File: src/hdl/cer_pkg.sv
package cer_pkg;
    // Register byte offsets
    localparam logic [7:0] OFF_ENABLE = 8'h00;
    localparam logic [7:0] OFF_SELECT = 8'h04;
    localparam logic [7:0] OFF_OPTS   = 8'h08;
    localparam logic [7:0] OFF_NEDGE  = 8'h0C;
    localparam logic [7:0] OFF_TARGET = 8'h10;
    localparam logic [7:0] OFF_COUNT  = 8'h14;
    localparam logic [7:0] OFF_STREAM = 8'h18;
    // Field positions and codes
    localparam int         OPT_RISING   = 0;
    localparam int         OPT_SINGLE   = 2;
    localparam logic [31:0] SEL_CONDRST = 32'h0000_000C;
    localparam logic [31:0] RST_ZERO    = 32'h0000_0000;
    localparam int         NUM_LINES    = 8;
    localparam int         LINE_W       = 3;
    // Service timing
    localparam int         CLK_MHZ      = 125;
    localparam int         SVC_TIME_NS  = 14000;
    localparam int         SVC_CYCLES   = SVC_TIME_NS * CLK_MHZ / 1000;
    localparam int         SVC_W        = 11;
    localparam logic [SVC_W-1:0] SVC_LAST =
        SVC_W'(SVC_CYCLES - 1);
endpackage

File: src/hdl/cer_sync.sv
`timescale 1ns/1ps
module cer_sync
    import cer_pkg::*;
(
    input  wire logic pclk,
    input  wire logic presetn,
    input  wire logic din,
    output logic      dout
);
    typedef struct packed {
        logic s1;
        logic s2;
    } cer_sync_s;
    cer_sync_s st;
    cer_sync_s next_st;
    always_comb begin
        next_st.s1 = din;
        next_st.s2 = st.s1;
    end
    always_ff @(posedge pclk or negedge presetn) begin
        if (!presetn) begin
            st <= '0;
        end else begin
            st <= next_st;
        end
    end
    assign dout = st.s2;
endmodule // cer_sync

File: src/hdl/cer_svc.sv
`timescale 1ns/1ps
module cer_svc
    import cer_pkg::*;
(
    input  wire logic pclk,
    input  wire logic presetn,
    input  wire logic edge_seen,
    input  wire logic stream_active,
    output logic      pending,
    output logic      done
);
    // Single service slot, preempted only by streaming, with its own pending flag
    typedef struct packed {
        logic             pend;
        logic             busy;
        logic             fin;
        logic [SVC_W-1:0] cnt;
    } cer_svc_s;
    cer_svc_s st;
    cer_svc_s next_st;
    always_comb begin
        next_st = st;
        next_st.fin = 1'b0;
        if (edge_seen && !st.pend) begin
            next_st.pend = 1'b1;
        end
        if (st.busy) begin
            // Stream servicing preempts: the count simply stalls
            if (!stream_active) begin
                if (st.cnt == SVC_LAST) begin
                    next_st.busy = 1'b0;
                    next_st.pend = 1'b0;
                    next_st.fin  = 1'b1;
                end else begin
                    next_st.cnt = st.cnt + 1'b1;
                end
            end
        end else if (st.pend) begin
            next_st.busy = 1'b1;
            next_st.cnt  = '0;
        end
    end
    always_ff @(posedge pclk or negedge presetn) begin
        if (!presetn) begin
            st <= '0;
        end else begin
            st <= next_st;
        end
    end
    assign pending = st.pend;
    assign done    = st.fin;
endmodule // cer_svc

File: src/hdl/cer_top.sv
// Added by the designer: the register addresses and the APB interface to the registers.
`timescale 1ns/1ps
// Operation
// - Function active only when feature select holds twelve.
// - Enable register: 0 stops, 1 starts the function.
// - After N qualifying edges, issue reset to the target feature.
// - Option bit 0 picks polarity: 1 rising, 0 falling.
// - Option bit 2 set gives one reset only; clear repeats.
// - Second config register holds N edges between resets.
// - Third config register holds target line number.
// - Each reset forces the target's count to zero.
// - Count register reads the present edge count.
// - No update operations; config only changes while disabled.
// - Service keeps up with edge rate ceilings, lower when streaming.
// - Both transitions are serviced, whatever polarity is counted.
// - Edge sets pending flag; cleared on completion; extra edges lost.
// - Service runs 14 us to completion; only streaming preempts.
module cer_top
    import cer_pkg::*;
(
    input  wire logic                 pclk,
    input  wire logic                 presetn,
    input  wire logic                 psel,
    input  wire logic                 penable,
    input  wire logic                 pwrite,
    input  wire logic [7:0]           paddr,
    input  wire logic [31:0]          pwdata,
    output logic      [31:0]          prdata,
    output logic                      pready,
    output logic                      pslverr,
    input  wire logic                 line_in,
    output logic      [NUM_LINES-1:0] target_clear,
    output logic                      svc_pending
);
    typedef struct packed {
        logic                 enable;
        logic [31:0]          select;
        logic [31:0]          opts;
        logic [31:0]          nedge;
        logic [31:0]          target;
        logic [31:0]          count;
        logic                 stream;
        logic                 fired;
        logic                 prev;
        logic                 armed;
        logic [31:0]          rdata;
        logic                 rdy;
        logic                 err;
        logic [NUM_LINES-1:0] clr;
        logic                 pend;
    } cer_top_s;

    cer_top_s st;
    cer_top_s next_st;
    logic     line_s;
    logic     svc_pend;
    logic     svc_done;
    logic     any_edge;
    logic     active;
    logic     qual;
    logic     setup;

    // Pin crosses into pclk domain
    cer_sync u_sync (
        .pclk    (pclk),
        .presetn (presetn),
        .din     (line_in),
        .dout    (line_s)
    );

    assign any_edge = st.armed && (line_s != st.prev);
    assign active   = st.enable && (st.select == SEL_CONDRST);

    // Edges are qualified when their service completes, as firmware would
    cer_svc u_svc (
        .pclk          (pclk),
        .presetn       (presetn),
        .edge_seen     (any_edge && active),
        .stream_active (st.stream),
        .pending       (svc_pend),
        .done          (svc_done)
    );

    function automatic logic is_reg(input logic [7:0] a);
        return a == OFF_ENABLE || a == OFF_SELECT || a == OFF_OPTS ||
               a == OFF_NEDGE || a == OFF_TARGET || a == OFF_COUNT ||
               a == OFF_STREAM;
    endfunction

    // Polarity of the serviced edge is the level now held
    logic edge_rise;
    logic edge_pol_q;
    typedef struct packed {
        logic pol;
    } cer_pol_s;
    cer_pol_s pst;
    cer_pol_s next_pst;
    always_comb begin
        next_pst = pst;
        if (any_edge && active && !svc_pend) begin
            next_pst.pol = line_s;
        end
    end
    always_ff @(posedge pclk or negedge presetn) begin
        if (!presetn) begin
            pst <= '0;
        end else begin
            pst <= next_pst;
        end
    end
    assign edge_rise = pst.pol;
    assign edge_pol_q = st.opts[OPT_RISING];
    assign qual = svc_done && active && (edge_rise == edge_pol_q);

    assign setup = psel && !penable;

    always_comb begin
        next_st       = st;
        next_st.prev  = line_s;
        next_st.armed = 1'b1;
        next_st.clr   = '0;
        next_st.pend  = svc_pend;
        next_st.rdy   = 1'b0;
        next_st.err   = 1'b0;
        // Zero-wait APB: answer in the cycle after setup
        if (setup) begin
            next_st.rdy = 1'b1;
            next_st.err = !is_reg(paddr);
            next_st.rdata = '0;
            if (!pwrite) begin
                unique case (paddr)
                    OFF_ENABLE: next_st.rdata = {31'h0, st.enable};
                    OFF_SELECT: next_st.rdata = st.select;
                    OFF_OPTS:   next_st.rdata = st.opts;
                    OFF_NEDGE:  next_st.rdata = st.nedge;
                    OFF_TARGET: next_st.rdata = st.target;
                    OFF_COUNT:  next_st.rdata = st.count;
                    OFF_STREAM: next_st.rdata = {31'h0, st.stream};
                    default:    next_st.rdata = '0;
                endcase
            end
        end
        if (!active && qual) begin
            next_st.count = st.count;
        end else if (qual && !st.fired) begin
            if (st.count + 32'h0000_0001 >= st.nedge) begin
                // Zero N treated as one edge per reset
                next_st.clr[st.target[LINE_W-1:0]] = 1'b1;
                next_st.count = RST_ZERO;
                if (st.opts[OPT_SINGLE]) begin
                    next_st.fired = 1'b1;
                    next_st.count = st.count + 32'h0000_0001;
                end
            end else begin
                next_st.count = st.count + 32'h0000_0001;
            end
        end else if (qual) begin
            next_st.count = st.count + 32'h0000_0001;
        end
        if (st.rdy && psel && penable && pwrite) begin
            unique case (paddr)
                OFF_ENABLE: begin
                    next_st.enable = pwdata[0];
                    if (pwdata[0] && !st.enable) begin
                        next_st.count = RST_ZERO;
                        next_st.fired = 1'b0;
                    end
                end
                // Config writes ignored while running
                OFF_SELECT: if (!st.enable) next_st.select = pwdata;
                OFF_OPTS:   if (!st.enable) next_st.opts   = pwdata;
                OFF_NEDGE:  if (!st.enable) next_st.nedge  = pwdata;
                OFF_TARGET: if (!st.enable) next_st.target = pwdata;
                OFF_STREAM: next_st.stream = pwdata[0];
                default: ;
            endcase
        end
    end

    always_ff @(posedge pclk or negedge presetn) begin
        if (!presetn) begin
            st <= '0;
        end else begin
            st <= next_st;
        end
    end

    assign prdata       = st.rdata;
    assign pready       = st.rdy;
    assign pslverr      = st.err;
    assign target_clear = st.clr;
    assign svc_pending  = st.pend;

    a_sel_gate: assert property (@(posedge pclk) disable iff (!presetn)
        (st.select != SEL_CONDRST) |=> (target_clear == '0))
        else $error("clear issued with wrong feature select");
    a_off_idle: assert property (@(posedge pclk) disable iff (!presetn)
        !st.enable |=> (target_clear == '0))
        else $error("clear issued while disabled");
    a_clear_cause: assert property (@(posedge pclk) disable iff (!presetn)
        (target_clear != '0) |-> $past(qual))
        else $error("clear without qualifying edge");
    a_one_hot: assert property (@(posedge pclk) disable iff (!presetn)
        $onehot0(target_clear))
        else $error("more than one target cleared");
    a_single_once: assert property (@(posedge pclk) disable iff (!presetn)
        st.fired && st.enable |-> (next_st.clr == '0))
        else $error("single mode cleared twice");
    a_cfg_frozen: assert property (@(posedge pclk) disable iff (!presetn)
        st.enable && $past(st.enable) |-> $stable(st.nedge))
        else $error("config changed while enabled");
    a_pend_hold: assert property (@(posedge pclk) disable iff (!presetn)
        $rose(svc_pend) |=> svc_pend[*8])
        else $error("service ended too early");
    a_rep_zero: assert property (@(posedge pclk) disable iff (!presetn)
        (next_st.clr != '0) && !st.opts[OPT_SINGLE]
        |=> (st.count == '0))
        else $error("count not rezeroed on reset");
    a_read_cnt: assert property (@(posedge pclk) disable iff (!presetn)
        setup && !pwrite && paddr == OFF_COUNT
        |=> prdata == $past(st.count))
        else $error("count read mismatch");
    c_clear: cover property (@(posedge pclk) target_clear != '0);
    c_single: cover property (@(posedge pclk) st.fired);
    c_stream: cover property (@(posedge pclk) st.stream && svc_pend);
endmodule // cer_top

File: config.mk
export PLATFORM = sky130hd
export DESIGN_NAME = cer_top
export DESIGN_NICKNAME = d
export VERILOG_FILES = /design/src/hdl/cer_pkg.sv /design/src/hdl/cer_sync.sv /design/src/hdl/cer_svc.sv /design/src/hdl/cer_top.sv
export SDC_FILE = /design/constraint.sdc
export NUM_CORES = 1
export LEC_CHECK = 0
export BUFFER_PORTS_ARGS = -buffer_cell sky130_fd_sc_hd__buf_2
export CORE_UTILIZATION = 45
export DETAILED_ROUTE_END_ITERATION = 10
export GPL_TIMING_DRIVEN = 0
export PLACE_DENSITY = 0.72
export SYNTH_ARGS = -nofsm -noshare
export SYNTH_HDL_FRONTEND = slang
export SYNTH_SLANG_ARGS = --single-unit
File: constraint.sdc
create_clock -name pclk -period 7.8 [get_ports pclk]
set_input_delay 0.39 -clock pclk [delete_from_list [all_inputs] [get_ports pclk]]
set_output_delay 0.39 -clock pclk [all_outputs]
set_load 0.01 [all_outputs]
==> metrics <==
setup repair after global routing missed its margin=no; hold path depth=3; root buffer cell=clkbuf_16; Async S/R FF share, synth=100%; Worst-Skew Late Latency=530 ps; Met3 Wirelength=roughly 1700 um; Final setup viols=0; antenna cells=0; CP Capture Type=flip-flop; Final Max Tran Viols=0; DPL Wire Length=slightly above 20,000 um; IO buf count=87; DR pass1 iterations=6; post_cts resized=0; H-tree depth=1; chip width=roughly 160 um; post-synthesis compound-gate area fraction=15.5%; Clock transition at path regs=60 ps; simple-gate portion of the synthesized area=12.0%; Initial Utilization=46.0%; met2 wire length=between 10,000 and 15,000 um; WS Path Type=flip-flop to flip-flop; FF/Latch Area=5630 um^2; adder-cell area share of the yosys netlist=3.91%; Hold Crit Endpoint=st[126]; most used flip-flop cell after synthesis=dfrtp_1; Metal-1 WL=12,500 um; Req. time, crit path=between 8000 and 9000 ps; register area share after synthesis=50.2%; Total GRT Usage=22.9%; worst reg-to-reg path cell count=14; Post-Syn Area per Cell=about 11 um^2; Distinct cells, synth=61; area occupied by multi-input gates=4920 um^2; antenna violations before repair=0; Ys Warns=0; syn_nets=1,110; fill count=2,187; flop2flop setup slack=2820 ps; Routed Antenna Nets=0; start of the worst register-to-register path=st[54]; Top Metal Used=met4; crit path time final=around 5000 ps; Final Skew=roughly 15 ps; fmax=201 MHz; Total Wirelength=29,200 um; Synth-to-Final Area Change=14.9%; routed length per instance=19.7 um; largest family of logic cells by synthesized area=compound AO/OA/AOI/OAI gates; chip height=between 150 and 200 um; Slowest cell on crit path=a2111oi_4; Worst Hold Class=input port to flip-flop; WP buf/inv=2; Netlist Area Pre-Place=11,200 um^2; Cell Rows=57; largest net degree at the start of global routing=about 120; CP peak stage delay=750 ps; flops & latches, synth=225; Post-Synth XOR/XNOR Area=~2.6%; commonest non-fill, non-tap cell in the layout=dfrtp_1; core area=24,400 um^2; drt drc=0; Core Util, Final=52.8%; Worst setup SP type=flip-flop; Post-CTS Setup Bufs=0; Sink Count=roughly 230; Final period util=63.8%; commonest non-fill, non-tap cells in the layout=dfrtp_1 (225), buf_2 (90), nand2_1 (87), mux2_2 (87), clkbuf_1 (51); CP delay by family, top=simple AND/OR/NAND/NOR gates; Detailed Route Iter0 Violations=between 800 and 900; Worst Max-Slew Pin Slew=1020 ps; share of layout cells above drive strength 1=22.8%; RD Place Congestion=a little over 0.9; TritonCTS clock tree=yes; final-report hold violation count=0; total die area=25,500 um^2; Reg2Reg Capture Point=st[73]; top-level I/O count=89; status=completed; LEAKAGE=0.00655 uW; crit path DAT=5380 ps; Max-cap violations=0; hold path startpoint=pwdata[15]; Mapped Cells=1,029; pwr/cell area=183 nW/um^2; crit path max fanout=10; vias in the first global route=8,658; VDD IR-drop max=0.000132 V; Vias=about 9,000; GRT overflow=0; cells along the critical path=clkbuf_1 -> and4_1 -> nand3_1 -> nor3_1 -> nand2b_1 -> nand2_1 -> ha_1 -> nand4_1 -> or4_1 -> o32a_1 -> a2111oi_4 -> nor2_4 -> buf_6 -> a31o_1; Net count, final=around 1,200; Post-synth EDFFs=0; clock buffer depth=3; relative slew slack=31.6%; multiplexer share of the synthesized area=9.84%; TNS Setup=0 ps; Vias/cell=5.93; first-pass GRT wire length=46,700 um; CTS buffer count=25
## worst min-delay path: cells and delay by family
family | cells | cell delay [ps]
and+or+nand+nor | 1 | 50
buffers and inverters | 1 | 100
AOI/OAI and AO/OA | 1 | 60
## state kept, by name, summed over array words and instances, names as in the netlist
name / flops
target_clear: 8
u_svc.st: 12
u_sync.next_st: 1
svc_pending: 1
edge_rise: 1
edge_pol_q: 1
u_svc.done: 1
u_svc.pending: 1
pready: 1
u_sync.dout: 1
pslverr: 1
st: 164
prdata: 32
## worst max-delay path by stage
stage,startpoint,to,depth (start not counted)
5_1_grt,st[54],st[73],14
4_1_cts,st[50],st[73],12
3_5_place_dp,st[50],st[71],12
2_1_floorplan,st[50],st[67],12
6_report,st[54],st[73],14
3_3_place_gp,presetn,prdata[7],1
## power by group
part	total (uW)	internal (uW)	switching, uW
clock	1120	659	462
sequential	1180	1170	3.69
combinational	65.9	18.0	47.9
## kinds of logic (layout without fill, tap and decap cells)
group,after synthesis,after routing
simple gates,258,258
compound gates,246,246
flops,225,225
buf+inv,133,263
mux,98,98
fa+ha+maj,35,35
xor+xnor,33,33
other cells,1,1
## per-stage QoR
step                area (um^2)  power (uW)  hold WS, ps  setup WS [ps]  cells
floorplan                 11200        1210         94.4           3860   1029
global placement          12100        1260          344           2390   1440
detailed placement        12100        1260          343           2960   1441
CTS                       12900        2380          106           2930   1483
global route              12900        2440          126           2670   1483
finish                    12900        2360          116           2820   1483
## metal layers
layer,global-route usage [%],up-vias
met5,0,-
met4,9.22,0
met3,3.06,78
met2,38.0,316
met1,30.5,4418
li1,-,3977
## cell type report
| class | instances | area share (%) |
|---|---|---|
| inverters | 42 | 1.22 |
| well taps | 324 | 3.15 |
| clock buffers | 38 | 5.86 |
| flip-flops and latches | 225 | 43.7 |
| repair buffers | 90 | 3.83 |
| plain buffers | 91 | 3.91 |
| multi-input cells | 671 | 38.2 |
| clock inverters | 2 | 0.136 |
## cell usage after synthesis, drive strengths merged (2+ instances only)
| master | count | area [um^2] |
|---|---|---|
| a211oi | 3 | 27.5 |
| ha | 35 | 438 |
| a22oi | 32 | 240 |
| or4 | 4 | 30.0 |
| nand3 | 26 | 130 |
| o21a | 2 | 15.0 |
| dfrtp | 225 | 5630 |
| buf | 45 | 332 |
| nand2b | 12 | 75.1 |
| nor4 | 12 | 81.3 |
| nor4bb | 2 | 20.0 |
| o21ai | 54 | 270 |
| a31oi | 2 | 12.5 |
| clkbuf | 46 | 173 |
| nand4 | 16 | 100 |
| and3 | 27 | 169 |
| or2 | 4 | 25.0 |
| and4 | 3 | 26.3 |
| nor4b | 3 | 32.5 |
| inv | 42 | 158 |
| xor2 | 14 | 123 |
| o311ai | 2 | 17.5 |
| and2 | 2 | 12.5 |
| a222oi | 31 | 310 |
| a2111oi | 10 | 106 |
| or3 | 8 | 50.1 |
| xnor2 | 19 | 166 |
| nor3 | 14 | 70.1 |
| mux2 | 98 | 1100 |
| a21oi | 48 | 240 |
| a31o | 18 | 158 |
| nor2 | 30 | 120 |
| nand2 | 88 | 347 |
| a21o | 38 | 285 |
## what timing repair did
action                                  CTS  global route
hold buffers                              2             0
endpoints found under the setup margin    0             0
endpoints found under the hold margin    80             0
No activity file was read; power rests on OpenSTA's default activity.
